===== src/include/pfb_pkg.sv =====
// Purpose: shared constants and carriers for the peripheral flag bank
// Assumes: 32-bit AXI4-Lite data, one aligned word per flag register
// Notes:   flag data sits in bits 7:0, upper bits read as zero
package pfb_pkg;

  // register byte offsets
  localparam logic [7:0] PFB_OFS_ONE   = 8'h00;
  localparam logic [7:0] PFB_OFS_TWO   = 8'h04;
  localparam logic [7:0] PFB_OFS_THREE = 8'h08;
  localparam logic [7:0] PFB_OFS_FOUR  = 8'h0c;

  // register indices within the bank
  localparam int unsigned PFB_IDX_ONE   = 0;
  localparam int unsigned PFB_IDX_TWO   = 1;
  localparam int unsigned PFB_IDX_THREE = 2;
  localparam int unsigned PFB_IDX_FOUR  = 3;
  localparam int unsigned PFB_NUM_REGS  = 4;

  // field positions, first register
  localparam int unsigned PFB_B1_HOST_PORT  = 7;
  localparam int unsigned PFB_B1_CONV_DONE  = 6;
  localparam int unsigned PFB_B1_UART_A_RX  = 5;
  localparam int unsigned PFB_B1_UART_A_TX  = 4;
  localparam int unsigned PFB_B1_SYNC_SER   = 3;
  localparam int unsigned PFB_B1_TMR_A_GATE = 2;
  localparam int unsigned PFB_B1_TMR_B_MTCH = 1;
  localparam int unsigned PFB_B1_TMR_A_OVF  = 0;
  // field positions, second register
  localparam int unsigned PFB_B2_CLK_FAIL   = 7;
  localparam int unsigned PFB_B2_BUS_COLL   = 3;
  localparam int unsigned PFB_B2_VOLT_LOW   = 2;
  localparam int unsigned PFB_B2_TMR_C_OVF  = 1;
  localparam int unsigned PFB_B2_TMR_C_GATE = 0;
  // field positions, third register
  localparam int unsigned PFB_B3_UART_B_RX  = 5;
  localparam int unsigned PFB_B3_UART_B_TX  = 4;
  localparam int unsigned PFB_B3_CHARGE     = 3;
  localparam int unsigned PFB_B3_CAPCOMP2   = 2;
  localparam int unsigned PFB_B3_CAPCOMP1   = 1;
  // field positions, fourth register
  localparam int unsigned PFB_B4_TMR_D_OVF  = 7;
  localparam int unsigned PFB_B4_NV_DONE    = 6;
  localparam int unsigned PFB_B4_CMP2       = 5;
  localparam int unsigned PFB_B4_CMP1       = 4;
  localparam int unsigned PFB_B4_CAPCOMP5   = 2;
  localparam int unsigned PFB_B4_CAPCOMP4   = 1;
  localparam int unsigned PFB_B4_CAPCOMP3   = 0;

  // bank layout: index 3 is the fourth register
  typedef logic [3:0][7:0] pfb_bank_t;

  // reset value, software-writable bits and implemented bits per register
  localparam pfb_bank_t PFB_RESET    = {8'h00, 8'h00, 8'h00, 8'h00};
  localparam pfb_bank_t PFB_RW_MASK  = {8'hf7, 8'h0e, 8'h8f, 8'hcf};
  localparam pfb_bank_t PFB_IMP_MASK = {8'hf7, 8'h3e, 8'h8f, 8'hff};

  // bus answers
  localparam logic [1:0] PFB_RESP_OKAY   = 2'b00;
  localparam logic [1:0] PFB_RESP_DECERR = 2'b11;

  // one-cycle event pulses from the peripherals
  typedef struct packed {
    logic host_port_access;
    logic conversion_done;
    logic sync_serial_done;
    logic timer_a_gate;
    logic timer_b_match;
    logic timer_a_overflow;
    logic clock_fail;
    logic bus_collision;
    logic voltage_low;
    logic timer_c_overflow;
    logic timer_c_gate;
    logic charge_time;
    logic [5:1] capcomp;
    logic timer_d_overflow;
    logic nv_write_done;
    logic comparator_one;
    logic comparator_two;
  } pfb_events_s;

  // uart buffer pulses: load/drain set, holding access clears
  typedef struct packed {
    logic rx_load;
    logic rx_holding_read;
    logic tx_drain;
    logic tx_holding_write;
  } pfb_uart_s;

endpackage


===== src/hw/pfb_axil_slave.sv =====
// Purpose: AXI4-Lite slave front end, one write and one read at a time
// Assumes: register logic answers reads and decode errors combinationally
// Notes:   write address and data are accepted in either order
`timescale 1ns/100ps
module pfb_axil_slave
  import pfb_pkg::*;
#(
  parameter int unsigned ADDR_W = 8
) (
  // clock and reset
  input  wire logic              aclk,
  input  wire logic              aresetn,
  // write address and data
  input  wire logic [ADDR_W-1:0] s_awaddr,
  input  wire logic              s_awvalid,
  output logic                   s_awready,
  input  wire logic [31:0]       s_wdata,
  input  wire logic [3:0]        s_wstrb,
  input  wire logic              s_wvalid,
  output logic                   s_wready,
  // write response
  output logic [1:0]             s_bresp,
  output logic                   s_bvalid,
  input  wire logic              s_bready,
  // read address and data
  input  wire logic [ADDR_W-1:0] s_araddr,
  input  wire logic              s_arvalid,
  output logic                   s_arready,
  output logic [31:0]            s_rdata,
  output logic [1:0]             s_rresp,
  output logic                   s_rvalid,
  input  wire logic              s_rready,
  // register side
  output logic                   wr_en,
  output logic [ADDR_W-1:0]      wr_addr,
  output logic [31:0]            wr_data,
  output logic [3:0]             wr_strb,
  input  wire logic              wr_err,
  output logic                   rd_en,
  output logic [ADDR_W-1:0]      rd_addr,
  input  wire logic [31:0]       rd_data,
  input  wire logic              rd_err
);

  logic              aw_have_q;
  logic              w_have_q;
  logic              bvalid_q;
  logic              rvalid_q;
  logic [ADDR_W-1:0] awaddr_q;
  logic [31:0]       wdata_q;
  logic [3:0]        wstrb_q;
  logic [1:0]        bresp_q;
  logic [1:0]        rresp_q;
  logic [31:0]       rdata_q;

  // handshakes and register-side strobes
  assign s_awready = !aw_have_q && !bvalid_q;
  assign s_wready  = !w_have_q && !bvalid_q;
  assign wr_en     = aw_have_q && w_have_q && !bvalid_q;
  assign wr_addr   = awaddr_q;
  assign wr_data   = wdata_q;
  assign wr_strb   = wstrb_q;
  assign s_arready = !rvalid_q;
  assign rd_en     = s_arvalid && !rvalid_q;
  assign rd_addr   = s_araddr;
  assign s_bvalid  = bvalid_q;
  assign s_bresp   = bresp_q;
  assign s_rvalid  = rvalid_q;
  assign s_rresp   = rresp_q;
  assign s_rdata   = rdata_q;

  // write address holding
  always_ff @(posedge aclk) begin
    if (!aresetn) begin
      aw_have_q <= 1'b0;
      awaddr_q  <= '0;
    end else if (wr_en) begin
      aw_have_q <= 1'b0;
    end else if (s_awvalid && s_awready) begin
      aw_have_q <= 1'b1;
      awaddr_q  <= s_awaddr;
    end
  end

  // write data holding
  always_ff @(posedge aclk) begin
    if (!aresetn) begin
      w_have_q <= 1'b0;
      wdata_q  <= 32'h0000_0000;
      wstrb_q  <= 4'h0;
    end else if (wr_en) begin
      w_have_q <= 1'b0;
    end else if (s_wvalid && s_wready) begin
      w_have_q <= 1'b1;
      wdata_q  <= s_wdata;
      wstrb_q  <= s_wstrb;
    end
  end

  // write response
  always_ff @(posedge aclk) begin
    if (!aresetn) begin
      bvalid_q <= 1'b0;
      bresp_q  <= PFB_RESP_OKAY;
    end else if (wr_en) begin
      bvalid_q <= 1'b1;
      bresp_q  <= wr_err ? PFB_RESP_DECERR : PFB_RESP_OKAY;
    end else if (s_bready) begin
      bvalid_q <= 1'b0;
    end
  end

  // read response, data captured at the address handshake
  always_ff @(posedge aclk) begin
    if (!aresetn) begin
      rvalid_q <= 1'b0;
      rresp_q  <= PFB_RESP_OKAY;
      rdata_q  <= 32'h0000_0000;
    end else if (rd_en) begin
      rvalid_q <= 1'b1;
      rresp_q  <= rd_err ? PFB_RESP_DECERR : PFB_RESP_OKAY;
      rdata_q  <= rd_data;
    end else if (s_rready) begin
      rvalid_q <= 1'b0;
    end
  end

endmodule // pfb_axil_slave


===== src/hw/pfb_flag_bank.sv =====
// Purpose: four peripheral interrupt request flag registers on AXI4-Lite
// Assumes: event pulses come from logic on aclk, one cycle each
// Notes:   enables, priorities and resolution live outside this bank
`timescale 1ns/100ps
module pfb_flag_bank
  import pfb_pkg::*;
#(
  parameter int unsigned ADDR_W = 8
) (
  // clock and reset
  input  wire logic              aclk,
  input  wire logic              aresetn,
  // axi4-lite write address and data
  input  wire logic [ADDR_W-1:0] s_awaddr,
  input  wire logic              s_awvalid,
  output logic                   s_awready,
  input  wire logic [31:0]       s_wdata,
  input  wire logic [3:0]        s_wstrb,
  input  wire logic              s_wvalid,
  output logic                   s_wready,
  // axi4-lite write response
  output logic [1:0]             s_bresp,
  output logic                   s_bvalid,
  input  wire logic              s_bready,
  // axi4-lite read
  input  wire logic [ADDR_W-1:0] s_araddr,
  input  wire logic              s_arvalid,
  output logic                   s_arready,
  output logic [31:0]            s_rdata,
  output logic [1:0]             s_rresp,
  output logic                   s_rvalid,
  input  wire logic              s_rready,
  // peripheral events
  input  wire pfb_events_s       events,
  input  wire logic [5:1]        capcomp_pwm_mode,
  input  wire pfb_uart_s         uart_a,
  input  wire pfb_uart_s         uart_b,
  // flag bank to enable and priority logic
  output pfb_bank_t              flags
);

  // elaboration check on the address width
  if (ADDR_W < 4 || ADDR_W > 32) begin : g_addr_w_check
    $error("ADDR_W must be 4 to 32");
  end

  logic              wr_en;
  logic [ADDR_W-1:0] wr_addr;
  logic [31:0]       wr_data;
  logic [3:0]        wr_strb;
  logic              wr_err;
  logic              rd_en;
  logic [ADDR_W-1:0] rd_addr;
  logic [31:0]       rd_data;
  logic              rd_err;
  logic [2:0]        wr_dec;
  logic [2:0]        rd_dec;
  logic [3:0]        wr_sel;
  pfb_bank_t         set_c;
  pfb_bank_t         clr_c;
  pfb_bank_t         flags_d;
  pfb_bank_t         flags_q;

  // map a byte address to {hit, index}; low two bits ignored
  function automatic logic [2:0] pfb_decode(input logic [ADDR_W-1:0] addr);
    logic [7:0] a;
    a = 8'(addr) & 8'hfc;
    if (addr > ADDR_W'(8'hff)) begin
      pfb_decode = 3'b000;
    end else if (a == PFB_OFS_ONE) begin
      pfb_decode = 3'b100;
    end else if (a == PFB_OFS_TWO) begin
      pfb_decode = 3'b101;
    end else if (a == PFB_OFS_THREE) begin
      pfb_decode = 3'b110;
    end else if (a == PFB_OFS_FOUR) begin
      pfb_decode = 3'b111;
    end else begin
      pfb_decode = 3'b000;
    end
  endfunction

  // next flag value: write loads writable bits, then clears, then sets win
  function automatic logic [7:0] pfb_flag_next(input logic [7:0] q, input logic wr,
                                               input logic [7:0] wd, input logic [7:0] rw,
                                               input logic [7:0] clr, input logic [7:0] set,
                                               input logic [7:0] imp);
    logic [7:0] v;
    v = wr ? ((q & ~rw) | (wd & rw)) : q;
    v = (v & ~clr) | set;
    pfb_flag_next = v & imp;
  endfunction

  // bus front end
  pfb_axil_slave #(
    .ADDR_W (ADDR_W)
  ) u_slave (
    .aclk      (aclk),
    .aresetn   (aresetn),
    .s_awaddr  (s_awaddr),
    .s_awvalid (s_awvalid),
    .s_awready (s_awready),
    .s_wdata   (s_wdata),
    .s_wstrb   (s_wstrb),
    .s_wvalid  (s_wvalid),
    .s_wready  (s_wready),
    .s_bresp   (s_bresp),
    .s_bvalid  (s_bvalid),
    .s_bready  (s_bready),
    .s_araddr  (s_araddr),
    .s_arvalid (s_arvalid),
    .s_arready (s_arready),
    .s_rdata   (s_rdata),
    .s_rresp   (s_rresp),
    .s_rvalid  (s_rvalid),
    .s_rready  (s_rready),
    .wr_en     (wr_en),
    .wr_addr   (wr_addr),
    .wr_data   (wr_data),
    .wr_strb   (wr_strb),
    .wr_err    (wr_err),
    .rd_en     (rd_en),
    .rd_addr   (rd_addr),
    .rd_data   (rd_data),
    .rd_err    (rd_err)
  );

  // address decode; only byte lane 0 carries flag data
  assign wr_dec = pfb_decode(wr_addr);
  assign rd_dec = pfb_decode(rd_addr);
  assign wr_err = !wr_dec[2];
  assign rd_err = !rd_dec[2];
  assign wr_sel = (wr_en && wr_dec[2] && wr_strb[0]) ? (4'h1 << wr_dec[1:0]) : 4'h0;

  // read mux, upper bits zero, unmapped reads zero
  assign rd_data = rd_dec[2] ? {24'h00_0000, flags_q[rd_dec[1:0]] & PFB_IMP_MASK[rd_dec[1:0]]} : 32'h0000_0000;

  // event set vectors, latched with no enable gating
  always_comb begin
    set_c = '0;
    set_c[PFB_IDX_ONE][PFB_B1_HOST_PORT]    = events.host_port_access;
    set_c[PFB_IDX_ONE][PFB_B1_CONV_DONE]    = events.conversion_done;
    set_c[PFB_IDX_ONE][PFB_B1_UART_A_RX]    = uart_a.rx_load;
    set_c[PFB_IDX_ONE][PFB_B1_UART_A_TX]    = uart_a.tx_drain;
    set_c[PFB_IDX_ONE][PFB_B1_SYNC_SER]     = events.sync_serial_done;
    set_c[PFB_IDX_ONE][PFB_B1_TMR_A_GATE]   = events.timer_a_gate;
    set_c[PFB_IDX_ONE][PFB_B1_TMR_B_MTCH]   = events.timer_b_match;
    set_c[PFB_IDX_ONE][PFB_B1_TMR_A_OVF]    = events.timer_a_overflow;
    set_c[PFB_IDX_TWO][PFB_B2_CLK_FAIL]     = events.clock_fail;
    set_c[PFB_IDX_TWO][PFB_B2_BUS_COLL]     = events.bus_collision;
    set_c[PFB_IDX_TWO][PFB_B2_VOLT_LOW]     = events.voltage_low;
    set_c[PFB_IDX_TWO][PFB_B2_TMR_C_OVF]    = events.timer_c_overflow;
    set_c[PFB_IDX_TWO][PFB_B2_TMR_C_GATE]   = events.timer_c_gate;
    set_c[PFB_IDX_THREE][PFB_B3_UART_B_RX]  = uart_b.rx_load;
    set_c[PFB_IDX_THREE][PFB_B3_UART_B_TX]  = uart_b.tx_drain;
    set_c[PFB_IDX_THREE][PFB_B3_CHARGE]     = events.charge_time;
    set_c[PFB_IDX_THREE][PFB_B3_CAPCOMP2]   = events.capcomp[2] && !capcomp_pwm_mode[2];
    set_c[PFB_IDX_THREE][PFB_B3_CAPCOMP1]   = events.capcomp[1] && !capcomp_pwm_mode[1];
    set_c[PFB_IDX_FOUR][PFB_B4_TMR_D_OVF]   = events.timer_d_overflow;
    set_c[PFB_IDX_FOUR][PFB_B4_NV_DONE]     = events.nv_write_done;
    set_c[PFB_IDX_FOUR][PFB_B4_CMP2]        = events.comparator_two;
    set_c[PFB_IDX_FOUR][PFB_B4_CMP1]        = events.comparator_one;
    set_c[PFB_IDX_FOUR][PFB_B4_CAPCOMP5]    = events.capcomp[5] && !capcomp_pwm_mode[5];
    set_c[PFB_IDX_FOUR][PFB_B4_CAPCOMP4]    = events.capcomp[4] && !capcomp_pwm_mode[4];
    set_c[PFB_IDX_FOUR][PFB_B4_CAPCOMP3]    = events.capcomp[3] && !capcomp_pwm_mode[3];
  end

  // hardware clears of the uart buffer flags on holding access
  always_comb begin
    clr_c = '0;
    clr_c[PFB_IDX_ONE][PFB_B1_UART_A_RX]   = uart_a.rx_holding_read;
    clr_c[PFB_IDX_ONE][PFB_B1_UART_A_TX]   = uart_a.tx_holding_write;
    clr_c[PFB_IDX_THREE][PFB_B3_UART_B_RX] = uart_b.rx_holding_read;
    clr_c[PFB_IDX_THREE][PFB_B3_UART_B_TX] = uart_b.tx_holding_write;
  end

  // next value per register; sets beat writes and clears
  always_comb begin
    for (int i = 0; i < PFB_NUM_REGS; i++) begin
      flags_d[i] = pfb_flag_next(flags_q[i], wr_sel[i], wr_data[7:0], PFB_RW_MASK[i],
                                 clr_c[i], set_c[i], PFB_IMP_MASK[i]);
    end
  end

  // flag storage
  always_ff @(posedge aclk) begin
    if (!aresetn) begin
      flags_q <= PFB_RESET;
    end else begin
      flags_q <= flags_d;
    end
  end

  assign flags = flags_q;
endmodule // pfb_flag_bank


===== config.mk =====
export PLATFORM = sky130hd
export DESIGN_NAME = pfb_flag_bank
export DESIGN_NICKNAME = d
export VERILOG_FILES = /design/src/include/pfb_pkg.sv /design/src/hw/pfb_axil_slave.sv /design/src/hw/pfb_flag_bank.sv
export SDC_FILE = /design/constraint.sdc
export NUM_CORES = 1
export LEC_CHECK = 0
export ABC_AREA = 1
export BUFFER_PORTS_ARGS = -buffer_cell sky130_fd_sc_hd__clkbuf_2
export CORE_MARGIN = 5
export CORE_UTILIZATION = 47
export DETAILED_ROUTE_END_ITERATION = 10
export PLACE_DENSITY = 0.94
export SKIP_LAST_GASP = 1
export SLEW_MARGIN = 5
export SYNTH_ARGS = -nofsm -noshare
export SYNTH_HDL_FRONTEND = slang
export SYNTH_SLANG_ARGS = --single-unit

===== constraint.sdc =====
create_clock -name aclk -period 3.2 [get_ports aclk]
set_input_delay 0.32 -clock aclk [delete_from_list [all_inputs] [get_ports aclk]]
set_output_delay 0.32 -clock aclk [all_outputs]
set_load 0.1 [all_outputs]

==> implementation parameters <==
Parameter                              Value

Drt
  Antenna violation net count after detailed routing ... 0
  Vias per cell ... 4.71
  DR DRC count ... 0
  Iteration count of the initial detailed-routing pass ... 5
  Total wirelength of the detailed-routed design ... 7290 um
  Wire length on met2 ... 3770 um
  Routed length on met1 ... 2810 um
  Max Used Layer ... met4
  Count of routing violations after the opening detailed-route iteration ... 137
  Total length of routed met3 wires ... 495 um
  Drt wl/cell ... 11.9 um
  Count of vias placed by the detailed router ... 2,885

Worst setup path
  R2r endpoint ... flags[0]
  Reg2Reg Setup Slack ... 1610 ps
  Worst path arrival time ... 1290 ps
  Maximum fanout along the worst path ... 4
  Startpoint class of the critical path ... flip-flop
  Type of element capturing the critical path ... primary output
  Worst Setup Path Type ... flip-flop to primary output
  Startpoint of the worst register-to-register path ... u_slave.wr_addr[7]
  Worst reg2reg path depth ... 8
  Worst path required time ... 2880 ps

Min path
  Worst hold path endpoint ... flags[20]
  Worst hold path depth ... 3
  Hold Path Class ... primary input to flip-flop
  Launch point of the worst hold path ... uart_b[1]

STA
  Top achievable clock speed ... 621 MHz
  Total Neg Setup Slack ... 0 ps
  Portion of the clock cycle consumed by the worst path in the final layout ... 0.504
  Max-Slew Margin vs Limit ... 0.532
  Final Hold Viols ... 0
  Clock period minus final worst setup slack ... 1610 ps
  Max Slew Vio Count ... 0
  Number of endpoints failing setup at the final stage ... 0
  Transition time at the pin with the least slew margin ... 702 ps
  Worst clock skew ... 2.70 ps
  Setup repair after global routing missed its margin ... false

Clock tree
  Setup Fix Bufs, Post-CTS ... 0
  Total number of H-tree levels ... 2
  Number of buffers inserted by hold repair at cts ... 0
  Number of buffers on the longest clock path ... 2
  TritonCTS clock tree ... built
  Post-CTS resize count ... 0
  Worst-skew pair later-pin latency ... 300 ps
  Clk sink count ... 54
  Clock-pin slew of the registers on the worst-case setup and hold paths ... 90 ps
  Clock Root Buffer ... clkbuf_8
  Total CTS buffers ... 5

Cells and area
  Syn-to-layout area delta ... 18.4%
  Most common library cell in the layout ignoring fill and taps ... nand2_1
  Share of post-route cells with drive strength above 1 ... 0.236
  Total Nets Final ... 634
  Diode insertion count for antenna repair ... 0
  Most used cells in the layout excluding fill and tap cells ... nand2_1, clkbuf_2, inv_1
  Design area ... 3380 um^2

Synth
  Synthesized instance count ... 438
  Netlist Area Pre-Place ... 2860 um^2
  Top-area cell type share of the netlist area ... 0.378
  Synth unique cells ... 26
  Sequential cell area fraction in the yosys report ... 0.378
  Number of enable flip-flop cells after synthesis ... 0
  Count of warnings emitted by yosys ... 0
  Commonest register cell after synthesis ... dfxtp_1
  Cell type contributing the most total cell area after synthesis ... dfxtp_1
  Synth area leaders ... dfxtp_1, nand2_1, inv_1
  Async set or reset register ratio after synthesis ... 0
  Average cell area after synthesis ... 6.52 um^2
  Register bit count reported by yosys ... 54

Place
  Final GP Congestion ... 0.873
  Count of buffers from port buffering ... 103
  HPWL after detailed placement ... 6100 um
  Placement Cell Area ... 3300 um^2

Global routing
  Remaining global-route overflow ... 0
  Number of global-route vias before repair ... 2,796
  Largest net degree at the start of global routing ... 41
  Global-route wire length before repair ... 11,900 um
  Number of antenna violations at the first check in global routing ... 0
  Total global routing track utilization ... 0.193

Die
  Site row count ... 28
  Number of top-level design ports ... 166
  Effective utilization at floorplan ... 0.482
  Die outline width ... 88.0 um
  Total die area ... 7740 um^2
  Die height ... 88.0 um
  Placeable core area ... 5920 um^2

Status
  Status ... completed

Pwr
  Leak pwr ... 1.97 nW
  Pwr Density ... 515 nW/um^2
  Max IR drop VDD ... 0.305 mV
  Overall power after layout ... 1.74 mW

Flow run
  Max-Cap Viols ... 0
metrics by stage:
step / worst slack, ps / hold WS, ps / instances / util
final: 1590 / 225 / 613 / 0.571
after global routing: 1420 / 217 / 613 / 0.571
after CTS: 1590 / 218 / 613 / 0.571
after detailed placement: 1490 / 460 / 606 / 0.558
after global placement: 1550 / 457 / 606 / 0.558
after floorplan: 276 / 441 / 468 / -
worst max-delay path by stage:
stage / start / endpoint / slack [ps] / cells after the start
global placement: s_araddr[5] / u_slave.s_rdata[5] / 1550 / 11
CTS: u_slave.w_have_q / s_wready / 1590 / 2
detailed placement: s_araddr[5] / u_slave.s_rdata[4] / 1490 / 11
finish: u_slave.s_bvalid / s_awready / 1590 / 2
floorplan: u_slave.s_bvalid / u_slave.wr_addr[2] / 280 / 4
global route: u_slave.wr_addr[7] / flags[31] / 1420 / 9
sequential cells by signal, indices dropped and copies added (netlist names):
register           flops
u_slave.wr_strb        1
u_slave.wr_data        8
u_slave.w_have_q       1
u_slave.s_rdata        8
u_slave.s_rresp        1
flags                 25
u_slave.s_bresp        1
u_slave.s_bvalid       1
u_slave.s_rvalid       1
u_slave.wr_addr        6
u_slave.aw_have_q      1
routing by layer:
layer / vias to the layer above / global-route usage
met2: 106 / 0.358
li1: 1464 / -
met4: 0 / 0.0865
met3: 19 / 0.0339
met5: - / 0
met1: 1296 / 0.214
cells in the mapped netlist (2+ instances only):
master    count
inv_1        69
buf_4        33
ha_1          3
o21ai_0      16
a21oi_1      10
nand3_1      40
inv_2         2
nor2_2        5
or2_2         3
nand2_1     111
nand3_2       2
nand2_4       2
clkbuf_1      6
nand2_2       3
nand4_1       6
nor2_1       64
dfxtp_1      54
worst max-delay path: stages, from the launching register on:
cell and delay (ps):
dfxtp_1 360, nor2_1 150, clkbuf_2 480
layout make-up:
type                       instances  area [um^2]
tap                               75         93.8
timing repair buffer             103          515
inverter                          72          270
clock buffer                       7         76.3
sequential                        54         1080
multi-input combinational        302         1340
fill                             612         2540
cell families after synthesis:
kind of cell / count (synthesis) / share of synthesized area
buf+inv: 112 / 0.191
fa+ha+maj: 3 / 0.0131
other cells: 1 / 0.00131
flops: 54 / 0.378
simple gates: 240 / 0.366
compound gates: 28 / 0.0504
power breakdown:
group	total (mW)	internal, mW	switching (mW)
logic	0.623	0.0978	0.525
clock network	0.358	0.151	0.207
registers	0.762	0.720	0.0423
Note: power is estimated with default switching activity, not from simulation.
